**src/gpio_mode_pkg.sv**
```systemverilog
// shared constants and register layouts for the pin mode control block
package gpio_mode_pkg;

	localparam logic [7:0] PAIR_CTRL_ADDR = 8'h1B;
	localparam logic [7:0] MISC_CTRL_ADDR = 8'h1C;
	localparam logic [7:0] PAIR_CTRL_RESET = 8'h00;
	localparam logic [7:0] MISC_CTRL_RESET = 8'h00;
	localparam logic [7:0] UNMAPPED_READ = 8'h00;
	localparam int SYNC_DEPTH_DEFAULT = 3;

	// bit 7 down to bit 0 of the pin pair control register
	typedef struct packed {
		logic pin_two_direction;
		logic pin_one_direction;
		logic pin_two_out_level;
		logic pin_one_out_level;
		logic pin_two_edge_level_sel;
		logic pin_one_edge_level_sel;
		logic pin_one_standby_ctrl;
		logic pin_one_buck_a_ctrl;
	} pair_ctrl_type;

	// bit 7 down to bit 0 of the pin three and misc control register
	typedef struct packed {
		logic pin_three_direction;
		logic pin_three_out_level;
		logic regulator_zero_enable;
		logic charge_voltage_select;
		logic spare;
		logic pin_two_irq_enable;
		logic pin_one_irq_enable;
		logic pin_two_buck_b_ctrl;
	} misc_ctrl_type;

	// commands from the register file of the rest of the chip
	typedef struct packed {
		logic buck_a_enable;
		logic buck_b_enable;
		logic standby;
	} i2c_cmd_type;

	// resolved converter controls
	typedef struct packed {
		logic buck_a_on;
		logic buck_b_on;
		logic standby;
	} buck_ctrl_type;

endpackage : gpio_mode_pkg

```
**src/gpio_mode_control.sv**
```systemverilog
// pin mode control: open-drain pins, pin interrupts, converter and adc control
`timescale 1ns/10ps
module gpio_mode_control
	import gpio_mode_pkg::*;
#(
	parameter int SYNC_DEPTH = SYNC_DEPTH_DEFAULT
) (
	// clock and reset
	input  wire logic         clk_sys,
	input  wire logic         sys_rst,
	// register access from the serial interface
	input  wire logic [7:0]   reg_addr,
	input  wire logic [7:0]   reg_wdata,
	input  wire logic         reg_wr,
	input  wire logic         reg_rd,
	output logic [7:0]        reg_rdata,
	// open-drain pins, index 0 is pin one
	input  wire logic [2:0]   pin_in,
	output logic [2:0]        pin_out,
	output logic [2:0]        pin_oe,
	// settings held elsewhere in the chip
	input  wire logic [1:0]   irq_mask,
	input  wire logic         uvlo,
	input  wire logic         adc_trig_sel,
	input  wire logic         adc_trig_edge,
	input  wire i2c_cmd_type  i2c_cmd,
	// results
	output logic              irq_n,
	output logic              adc_start,
	output buck_ctrl_type     buck_ctrl,
	output logic              regulator_zero_enable,
	output logic              charge_voltage_select
);

	if (SYNC_DEPTH < 3) begin : g_bad_depth
		$error("SYNC_DEPTH must be at least 3");
	end

	function automatic logic pick_edge(input logic rise, input logic fall,
		input logic fall_sel);
		pick_edge = fall_sel ? fall : rise;
	endfunction : pick_edge

	pair_ctrl_type pair_q;
	misc_ctrl_type misc_q;
	logic [2:0]    level_q;
	logic [2:0]    prev_q;
	logic [2:0]    rise;
	logic [2:0]    fall;
	logic [1:0]    flag_q;
	logic [1:0]    armed_q;
	logic [1:0]    irq_mode;
	logic [1:0]    irq_edge;
	logic [1:0]    irq_clr;
	logic [1:0]    is_input;
	logic          a_mode;
	logic          b_mode;
	logic          sby_mode;

	// pad synchronisers; only the last two stages are compared
	for (genvar p = 0; p < 3; p++) begin : g_sync
		logic [SYNC_DEPTH-1:0] sync_q;
		// pads idle high on the pull-up; a low reset would fake an edge
		always_ff @(posedge clk_sys) begin
			if (sys_rst) begin
				sync_q <= '1;
				level_q[p] <= 1'b1;
			end else begin
				sync_q <= {sync_q[SYNC_DEPTH-2:0], pin_in[p]};
				if (sync_q[SYNC_DEPTH-1] == sync_q[SYNC_DEPTH-2]) begin
					level_q[p] <= sync_q[SYNC_DEPTH-1];
				end
			end
		end
	end

	always_ff @(posedge clk_sys) begin
		if (sys_rst) begin
			prev_q <= 3'h7;
		end else begin
			prev_q <= level_q;
		end
	end

	assign rise = level_q & ~prev_q;
	assign fall = ~level_q & prev_q;

	// register writes
	always_ff @(posedge clk_sys) begin
		if (sys_rst) begin
			pair_q <= PAIR_CTRL_RESET;
			misc_q <= MISC_CTRL_RESET;
		end else if (reg_wr) begin
			if (reg_addr == PAIR_CTRL_ADDR) begin
				pair_q <= reg_wdata;
			end
			if (reg_addr == MISC_CTRL_ADDR) begin
				misc_q <= reg_wdata;
			end
		end
	end

	// register reads; answer one cycle after the strobe
	always_ff @(posedge clk_sys) begin
		if (sys_rst) begin
			reg_rdata <= UNMAPPED_READ;
		end else if (reg_rd) begin
			case (reg_addr)
				PAIR_CTRL_ADDR: reg_rdata <= pair_q;
				MISC_CTRL_ADDR: reg_rdata <= misc_q;
				default:        reg_rdata <= UNMAPPED_READ;
			endcase
		end
	end

	// open-drain drive; the pad only ever pulls low
	always_ff @(posedge clk_sys) begin
		if (sys_rst) begin
			pin_out <= 3'h0;
			pin_oe  <= 3'h0;
		end else begin
			pin_out <= 3'h0;
			pin_oe[0] <= pair_q.pin_one_direction &
				~pair_q.pin_one_out_level;
			pin_oe[1] <= pair_q.pin_two_direction &
				~pair_q.pin_two_out_level;
			pin_oe[2] <= misc_q.pin_three_direction &
				~misc_q.pin_three_out_level;
		end
	end

	// input function decode; overlapping enables select no function
	assign is_input = {~pair_q.pin_two_direction, ~pair_q.pin_one_direction};
	assign irq_mode[0] = is_input[0] & misc_q.pin_one_irq_enable &
		~pair_q.pin_one_buck_a_ctrl & ~pair_q.pin_one_standby_ctrl;
	assign irq_mode[1] = is_input[1] & misc_q.pin_two_irq_enable &
		~misc_q.pin_two_buck_b_ctrl;
	assign a_mode = is_input[0] & ~misc_q.pin_one_irq_enable &
		~pair_q.pin_one_standby_ctrl & pair_q.pin_one_buck_a_ctrl;
	assign sby_mode = is_input[0] & ~misc_q.pin_one_irq_enable &
		~pair_q.pin_one_buck_a_ctrl & pair_q.pin_one_standby_ctrl;
	assign b_mode = is_input[1] & ~misc_q.pin_two_irq_enable &
		misc_q.pin_two_buck_b_ctrl;

	assign irq_edge[0] = irq_mode[0] & pick_edge(rise[0], fall[0],
		pair_q.pin_one_edge_level_sel);
	assign irq_edge[1] = irq_mode[1] & pick_edge(rise[1], fall[1],
		pair_q.pin_two_edge_level_sel);

	// release needs a second edge then a read; uvlo or output mode is at once
	assign irq_clr[0] = uvlo | ~is_input[0] |
		(armed_q[0] & reg_rd);
	assign irq_clr[1] = uvlo | ~is_input[1] |
		(armed_q[1] & reg_rd);

	for (genvar i = 0; i < 2; i++) begin : g_irq
		always_ff @(posedge clk_sys) begin
			if (sys_rst) begin
				flag_q[i]  <= 1'b0;
				armed_q[i] <= 1'b0;
			end else if (irq_edge[i] && (!flag_q[i] || irq_clr[i])) begin
				// a new edge in the clearing cycle wins over the clear
				flag_q[i]  <= 1'b1;
				armed_q[i] <= 1'b0;
			end else if (irq_clr[i]) begin
				flag_q[i]  <= 1'b0;
				armed_q[i] <= 1'b0;
			end else if (flag_q[i] && (rise[i] || fall[i])) begin
				armed_q[i] <= 1'b1;
			end
		end
	end

	always_ff @(posedge clk_sys) begin
		if (sys_rst) begin
			irq_n <= 1'b1;
		end else begin
			irq_n <= ~|(flag_q & ~irq_mask);
		end
	end

	// adc trigger from pin three
	always_ff @(posedge clk_sys) begin
		if (sys_rst) begin
			adc_start <= 1'b0;
		end else begin
			adc_start <= ~misc_q.pin_three_direction & adc_trig_sel &
				pick_edge(fall[2], rise[2], adc_trig_edge);
		end
	end

	// converter gating; a pin not in a converter mode passes the command
	always_ff @(posedge clk_sys) begin
		if (sys_rst) begin
			buck_ctrl <= '0;
			regulator_zero_enable <= 1'b0;
			charge_voltage_select <= 1'b0;
		end else begin
			buck_ctrl.buck_a_on <= i2c_cmd.buck_a_enable & (~a_mode |
				(level_q[0] == pair_q.pin_one_edge_level_sel));
			buck_ctrl.buck_b_on <= i2c_cmd.buck_b_enable & (~b_mode |
				(level_q[1] == pair_q.pin_two_edge_level_sel));
			buck_ctrl.standby <= i2c_cmd.standby & (~sby_mode |
				(level_q[0] == pair_q.pin_one_edge_level_sel));
			regulator_zero_enable <= misc_q.regulator_zero_enable;
			charge_voltage_select <= misc_q.charge_voltage_select;
		end
	end
endmodule : gpio_mode_control

```
**config.mk**
```make
export PLATFORM = sky130hd
export DESIGN_NAME = gpio_mode_control
export DESIGN_NICKNAME = d
export VERILOG_FILES = /design/src/gpio_mode_pkg.sv /design/src/gpio_mode_control.sv
export SDC_FILE = /design/constraint.sdc
export NUM_CORES = 1
export LEC_CHECK = 0
export BUFFER_PORTS_ARGS = -buffer_cell sky130_fd_sc_hd__buf_2
export CORE_UTILIZATION = 45
export DETAILED_ROUTE_END_ITERATION = 10
export MAX_ROUTING_LAYER = met4
export PLACE_DENSITY = 0.79
export SLEW_MARGIN = 20
export SYNTH_ARGS = -nofsm -noshare
export SYNTH_HDL_FRONTEND = slang
export SYNTH_SLANG_ARGS = --single-unit
```
**constraint.sdc**
```tcl
create_clock -name clk_sys -period 1.31 [get_ports clk_sys]
set_input_delay 0.131 -clock clk_sys [delete_from_list [all_inputs] [get_ports clk_sys]]
set_output_delay 0.131 -clock clk_sys [all_outputs]
set_load 0.05 [all_outputs]
```
## Word level (Yosys, flattened, before mapping)

Cells that the tools add are included.

- Register bits: 53
- Latch bits: 0
- Bits in writable memories: 0
- ROM bits: 0
- Bits of input ports: 31
- Output and inout bits: 21
- Word-level logic and storage cells: 120
- Memories: 0

- $add $sub $neg: 0
- Multipliers: 0
- Div/mod/pow operators: 0
- Order comparisons: 0
- Eq/ne operators: 7
- Shift operators: 0
- Mux-type cells: 8
- Bitwise operators: 51
- Reduce and logical (&&, ||, !) cells: 18

Operators by type and width:

| cell | number |
|---|---|
| bitwise AND 1 bit | 24 |
| == test 8 x 5 -> 1 bit (second input constant) | 2 |
| case mux 8 bit (2 select lines) | 1 |
| NOT 1 bit | 14 |
| 2-to-1 mux 1 bit | 7 |
| bitwise OR 1 bit | 7 |
| bitwise AND 3 bit | 2 |
| NOT 3 bit | 2 |
| OR reduction 3 bit | 2 |
| == test 1 bit | 5 |
| logical AND 1 bit | 4 |
| logical OR 1 bit | 4 |
| AND reduction 2 bit | 2 |
| nonzero test 2 bit | 2 |
| logical NOT 1 bit | 3 |
| bitwise AND 2 bit | 1 |
| NOT 2 bit | 1 |
| OR reduction 2 bit | 1 |

## Logic depth before layout (Yosys ltp)

Gate-level depths: netlist of run 1.

- Word-level depth: 7
- Depth in mapped cells: 5
- Depth with buffers taken out: 5

## Worst setup path before layout of run 1

Ideal clock, no wire load.

- Path type: input to register
- From: input reg_addr[6]
- To: register pair_q[4] (netlist name)
- Library setup time: 0.121 ns
- Arrival time: 1.092 ns
- Data required time: 1.189 ns
- Setup slack: 0.098 ns
- Stages: 4
- Path buffers: 1
- Cell sequence: and4bb_2 and3_4 buf_6 mux2_2

- Cells in the longest elaborated chain, start to end: 2

Ends and longest elaborated chain:

| item | line | text |
|---|---|---|
| from (decl) | gpio_mode_control.sv:12 | `input wire logic [7:0] reg_addr,` |
| == test 8 x 5 -> 1 bit | gpio_mode_control.sv:94 | `if (reg_addr == PAIR_CTRL_ADDR) begin` |
| AND reduction 2 bit (no line) | n/a |  |
| to (signal assigned) | gpio_mode_control.sv:95 | `pair_q <= reg_wdata;` |
| to (decl) | gpio_mode_control.sv:44 | `pair_ctrl_type pair_q;` |

Every way passes these cells.
A chain may end at the register's enable or synchronous reset.

## Worst setup path in the final report of run 1

- From: register level_q[0]
- To: register buck_ctrl[2] (netlist name)

- Cells in the longest elaborated chain, start to end: 3

Ends and longest elaborated chain:

| item | line | text |
|---|---|---|
| from (decl) | gpio_mode_control.sv:46 | `logic [2:0] level_q;` |
| from (signal, indexed assignment) | gpio_mode_control.sv:71 | `level_q[p] <= sync_q[SYNC_DEPTH-1];` |
| == test 1 bit | gpio_mode_control.sv:200 | `(level_q[0] == pair_q.pin_one_edge_level_sel));` |
| bitwise OR 1 bit | gpio_mode_control.sv:199 | `buck_ctrl.buck_a_on <= i2c_cmd.buck_a_enable & (~a_mode \|` |
| bitwise AND 1 bit | gpio_mode_control.sv:199 |  |
| to (decl) | gpio_mode_control.sv:30 | `output buck_ctrl_type buck_ctrl,` |

Every way passes these cells.

==> results of run 1 <==
## cells in the mapped netlist, types with 2 or more instances
cell       count
buf_6          2
clkbuf_1       4
and3b_1        2
nor2_1        11
nor2b_1        8
dfxtp_1       53
a21oi_1        4
nand3_1        2
a2111oi_0      2
buf_4          3
inv_1         16
mux2_2         3
o32ai_1        8
mux2_4         2
ha_1           4
mux2i_1       13
o311a_1        2
o21ai_0        5
a22oi_1        8
or2_2         10
nand2_1       23
## worst reg2reg max path: cells and delay by family (launching register included)
kind | cells | cell delay (ns)
DFF | 1 | 0.41
and+or+nand+nor | 1 | 0.34
AOI/OAI and AO/OA | 1 | 0.30
xor gates and xnor gates | 1 | 0.08
## layout make-up
cell class	count	area (sq um)	share of cell area, %
Sequential cell	53	1061	41.63
Multi-Input combinational cell	125	884.6	34.71
Timing Repair Buffer	65	372.9	14.63
Clock buffer	7	96.34	3.780
Tap cell	52	65.06	2.553
Inverter	17	63.81	2.504
Clock inverter	1	5.005	0.1964
## sequential cells by signal, indices dropped and copies added, names as in the netlist, 2 cells and up
name,count
armed_q,2
buck_ctrl,3
flag_q,2
g_sync.sync_q,9
level_q,3
misc_q,8
pair_q,8
pin_oe,3
prev_q,3
reg_rdata,8
## layer usage
layer	wire length [um]	vias to the layer above
li1	-	817
met4	57	0
met1	1966	768
met2	2047	39
met5	0	-
met3	160	6
## cells by family (layout without fill, tap and decap cells)
kind of cell    Yosys count  in the layout
mux                      18             18
other cells               1              3
compound gates           32             32
buf+inv                  28             90
xor+xnor                  2              2
fa+ha+maj                 4              4
simple gates             66             66
flops                    53             53
## repair_timing
item	CTS	global route
hold endpoints to repair	1	1
resized for setup	0	1
hold buffers	1	1
setup endpoints to repair	0	2
## power breakdown
group          switching (mW)  internal [mW]  leakage (nW)
clock                   0.506          0.478        0.0542
sequential            0.00621           1.63         0.430
combinational           0.113         0.0770         0.640
total                   0.625           2.18          1.12
## path summary, 6_finish.rpt
kind / startpoint / to / cells past startpoint
hold reg to reg: g_sync[1].sync_q[0]$_SDFF_PP1_ / g_sync[1].sync_q[1]$_SDFF_PP1_ / 1
setup reg to reg: level_q[0]$_SDFFE_PP1N_ / buck_ctrl[2]$_SDFF_PP0_ / 3
hold / removal: pin_in[1] / g_sync[1].sync_q[0]$_SDFF_PP1_ / 2
setup / recovery: level_q[0]$_SDFFE_PP1N_ / buck_ctrl[2]$_SDFF_PP0_ / 3
==> impl_metrics.py, run 1 <==
metrics = {
    "run_status": {
        "run_status": "complete, no violations",
    },
    "sta": {
        "finalMaxSlewViolations": 0,
        "fmax_ghz": 0.8078,
        "holdWs_ns": 0.01927,
        "period_share_pct": 94.50,
        "slew-limit-headroom_pct": 65.16,
        "max_slew.worst_pin.slew_ns": 0.5094,
        "layout_setup_ws_ns": 0.07209,
        "setup-tns-final_ns": 0,
        "rsz0062_at_grt": "false",
        "min_period_ns": 1.238,
        "hold_viol": 0,
        "setup_violations": 0,
        "fin_worst_skew_ns": 0.003401,
    },
    "setup_path": {
        "slowest_stage": "dfxtp_1",
        "crit_arrival_ns": 1.43,
        "cp-end-kind": "register",
        "worstPathMaxFanout": 5,
        "cpLargestDelayFamily": "flip-flops",
        "max_stage_delay_ns": 0.41,
        "critPathKind": "register to register",
        "crit_chain": "xnor2_1 -> or3_1 -> o311a_1",
        "worstPathRequired_ns": 1.50,
        "r2r_slack_ns": 0.07,
        "crit_buf_inv": 0,
        "cp-start-kind": "register",
    },
    "clocking": {
        "postCtsSetupRepairBufs": 0,
        "clockBufferDepth": 2,
        "cts_root_buf": "clkbuf_8",
        "path_clk_slew_ns": 0.09,
        "cts_sinks": 53,
        "cts_tree": "built",
        "cts_made_buffers": 5,
        "clkLatencyLatePin_ns": 0.30,
        "ctsHtreeMaxLevel": 2,
    },
    "placed_design": {
        "place_inst": 310,
        "gp_congestion": 0.8002,
        "dp_hpwl_um": 3186,
        "dp_slack_ns": 0.07263,
        "placed_cell_area_sq_mm": 0.002426,
        "numPortBuffers": 48,
    },
    "final_layout": {
        "final_cell_mix": "dfxtp_1 (53), buf_2 (48), nand2_1 (23)",
        "fin_util_pct": 58.13,
        "stdcell_count": 320,
        "nets": 302,
        "final_area_sq_mm": 0.002549,
        "antenna_cells": 0,
        "drive_above_1_share_pct": 34.33,
        "area.growth.synth_to_final_pct": 23.16,
        "nFillCells": 389,
        "final_common_cell": "dfxtp_1",
    },
    "synthesis": {
        "syn_inst": 204,
        "synth_xor_area_share_pct": 0.8464,
        "synth.area.top_cells": "dfxtp_1 (51%), mux2i_1 (6.3%), nand2_1 (4.2%), o32ai_1 (3.4%), or2_2 (3.0%)",
        "postSynthAreaPerCell_sq_um": 10.14,
        "yosys.area.top_type": "dfxtp_1",
        "synth_edf_count": 0,
        "synth_top_family_by_area": "simple AND/OR/NAND/NOR gates",
        "yosys.area_share.simple_pct": 18.02,
        "synthAdderAreaFrac_pct": 2.418,
        "synthFlopType": "dfxtp_1",
        "synth.distinct_cells": 40,
        "synth_compound_area_share_pct": 11.49,
        "synth_mux_area_share_pct": 9.371,
        "yosys_warnings": 0,
        "synthArstFlopShare_pct": 0,
        "synth_top_area_share_pct": 51.27,
        "synth_seq_area_share_pct": 51.27,
        "synth_seq_cells": 53,
        "synth_area_sq_mm": 0.002069,
    },
    "floorplanning": {
        "io_pins": 52,
        "row_count": 24,
        "dieArea_sq_mm": 0.004874,
        "die_w_um": 69.82,
        "fp.coreArea_sq_mm": 0.004384,
        "initial_core_util_pct": 47.20,
        "fp.dieH_um": 69.82,
    },
    "global_route": {
        "grt_pass1_wl_um": 6913,
        "grtUsageMet3_pct": 4.797,
        "top_usage_layer": "met2",
        "grt_max_degree": 16,
        "use_met1_pct": 23.07,
        "grt_use_met2_pct": 29.70,
        "first_global_vias": 1530,
        "antenna_found_initial": 0,
        "grt.total_usage_pct": 18.63,
        "grt-ovfl-total": 0,
    },
    "flow_run": {
        "maxCapViolCount": 0,
    },
    "detailed_routing": {
        "wl_per_cell_um": 13.22,
        "wl_um": 4231,
        "remaining_drc_errors": 0,
        "first_iter_violations": 70,
        "post_drt_via_cell_ratio": 5.094,
        "ant_nets": 0,
        "drtPass1Iterations": 4,
        "vias": 1630,
    },
    "min_path": {
        "hold_class": "primary input to register",
    },
    "power": {
        "power.leakage_nw": 1.124,
        "vdd_drop_max_mv": 0.7310,
        "total_power_mw": 2.807,
        "power_density_mw_per_mm2": 1101,
    },
}
No activity file was read; power rests on OpenSTA's default activity.
==> inputs of run 2 (changes only) <==
--- a/config.mk
+++ b/config.mk
@@ -10,6 +10,7 @@
 export DETAILED_ROUTE_END_ITERATION = 10
 export MAX_ROUTING_LAYER = met4
 export PLACE_DENSITY = 0.79
+export SETUP_SLACK_MARGIN = 0.3
 export SLEW_MARGIN = 20
 export SYNTH_ARGS = -nofsm -noshare
 export SYNTH_HDL_FRONTEND = slang
==> run 2 against run 1 <==
Critical path depth unchanged. Sequential share of layout area decreased by 2.1 points. Combinational power increased by 5%. Design area increased by 7.6%. Clock power increased by 17%. Largest cell class unchanged. Global-route usage increased by 1.5 points. Sequential cell count unchanged.
==> impl_metrics.py, run 2 (synthesis gave the netlist of run 1 again) <==
metrics = {
    "run_status": {
        "run_status": "complete, no violations",
    },
    "final_layout": {
        "antenna_cells": 0,
        "largest_register_ffs": 9,
        "drive_above_1_share_pct": 40.89,
        "fin_util_pct": 62.56,
        "final_area_sq_mm": 0.002743,
        "final_common_cell": "dfxtp_1",
        "final_cell_mix": "dfxtp_1 (45), buf_2 (30), buf_4 (27)",
        "area.growth.synth_to_final_pct": 32.53,
        "nets": 303,
        "regMostFlops": "g_sync.sync_q",
    },
    "detailed_routing": {
        "drtPass1Iterations": 4,
        "wl_um": 4579,
        "first_iter_violations": 92,
        "post_drt_via_cell_ratio": 5.106,
        "remaining_drc_errors": 0,
        "wl_per_cell_um": 14.26,
        "vias": 1639,
        "ant_nets": 0,
    },
    "setup_path": {
        "cp-start-kind": "register",
        "crit_arrival_ns": 1.44,
        "worstPathMaxFanout": 2,
        "cp-end-kind": "register",
        "worstPathRequired_ns": 1.51,
        "critPathKind": "register to register",
    },
    "flow_run": {
        "maxCapViolCount": 0,
    },
    "floorplanning": {
        "die_w_um": 69.82,
        "io_pins": 52,
        "initial_core_util_pct": 47.20,
        "fp.dieH_um": 69.82,
        "fp.coreArea_sq_mm": 0.004384,
        "dieArea_sq_mm": 0.004874,
        "row_count": 24,
    },
    "power": {
        "p_sw_mw": 0.6508,
        "seqPwrFrac_pct": 54.6,
        "internal_power_mw": 2.322,
        "swShare_pct": 21.89,
        "p_clk_share_pct": 38.7,
        "total_power_mw": 2.973,
        "vdd_drop_max_mv": 0.7336,
        "pwr-share-comb_pct": 6.7,
        "power_density_mw_per_mm2": 1084,
        "power.leakage_nw": 1.141,
    },
    "sta": {
        "fmax_ghz": 0.8075,
        "setup-tns-final_ns": 0,
        "finalMaxSlewViolations": 0,
        "rsz0062_at_grt": "true",
        "period_share_pct": 94.53,
        "setup_violations": 0,
        "min_period_ns": 1.238,
        "fin_worst_skew_ns": 0.01125,
        "hold_viol": 0,
    },
    "global_route": {
        "grt_pass1_wl_um": 7383,
        "grt.total_usage_pct": 20.08,
        "grt_max_degree": 28,
        "grt-ovfl-total": 0,
        "first_global_vias": 1602,
        "antenna_found_initial": 0,
    },
    "clocking": {
        "path_clk_slew_ns": 0.09,
        "clockBufferDepth": 2,
        "cts_sinks": 53,
        "cts_made_buffers": 5,
        "clkLatencyLatePin_ns": 0.31,
        "cts_root_buf": "clkbuf_8",
        "cts_tree": "built",
        "ctsHtreeMaxLevel": 2,
    },
    "placed_design": {
        "dp_hpwl_um": 3182,
        "placed_cell_area_sq_mm": 0.002427,
        "gp_congestion": 0.8074,
        "numPortBuffers": 48,
    },
    "min_path": {
        "hold_class": "primary input to register",
    },
}
==> run 2: changes by cell type in the layout (fill, tap and decap cells not counted), sizes merged <==
cell | previous run | this run
clkinv | 1 | 0
bufinv | 0 | 1
buf | 63 | 59
dlygate4sd3 | 2 | 3
clkbuf | 7 | 11
==> run 2: power groups by stage <==
stage / clock network, mW / registers [mW] / logic (mW)
5_1_grt: 1.22 / 1.63 / 0.214
6_report: 1.15 / 1.62 / 0.199
3_5_place_dp: 0 / 1.67 / 0.184
3_3_place_gp: 0 / 1.67 / 0.180
2_1_floorplan: 0 / 1.69 / 0.0941
4_1_cts: 1.15 / 1.63 / 0.194
==> run 2: worst paths after layout <==
check	end	from	cells after the start	slack, ns
min	irq_n$_SDFF_PP1_	irq_mask[0]	3	0.05
max reg2reg	armed_q[0]$_SDFFE_PP0P_	pair_q[0]$_SDFFE_PP0P_	3	0.07
min reg2reg	g_sync[1].sync_q[1]$_SDFF_PP1_	g_sync[1].sync_q[0]$_SDFF_PP1_	1	0.42
max	armed_q[0]$_SDFFE_PP0P_	pair_q[0]$_SDFFE_PP0P_	3	0.07
==> run 2: critical path, cell delays in order, from the launching register on <==
cell and delay (ns):
dfxtp_1 0.33, or4b_4 0.57, nor3_4 0.15, nor2_1 0.08
==> run 2: area by class of cell <==
cell class	instances	area, sq um
Sequential cell	53	1084
Tap cell	52	65.06
Inverter	17	66.31
Clock inverter	1	30.03
Timing Repair Buffer	66	435.4
Multi-Input combinational cell	125	975.9
Clock buffer	7	86.33
Fill cell	368	1642
==> run 2: per-stage QoR <==
stage                     cells  hold slack, ns  setup WS (ns)
final                       321         0.04775        0.07160
after global routing        321         0.04242        0.01896
after floorplan             206          0.2137         0.1262
after detailed placement    305          0.3176        0.02622
after CTS                   318        0.001569         0.1037
after global placement      305          0.3152        0.08645
==> run 2: repair_timing <==
action / CTS / global route
hold buffers: 2 / 1
resized for setup: 26 / 16
endpoints found under the hold margin: 2 / 1
setup endpoints to repair: 19 / 14
pin swaps: 4 / 0
buffers inserted: 3 / 2
==> run 2: layer usage <==
layer  part of all wire [%]  track usage, %
met2                     50           32.05
met4                    2.0           5.556
met1                     44           25.00
met3                    4.0           5.523
met5                      0               -
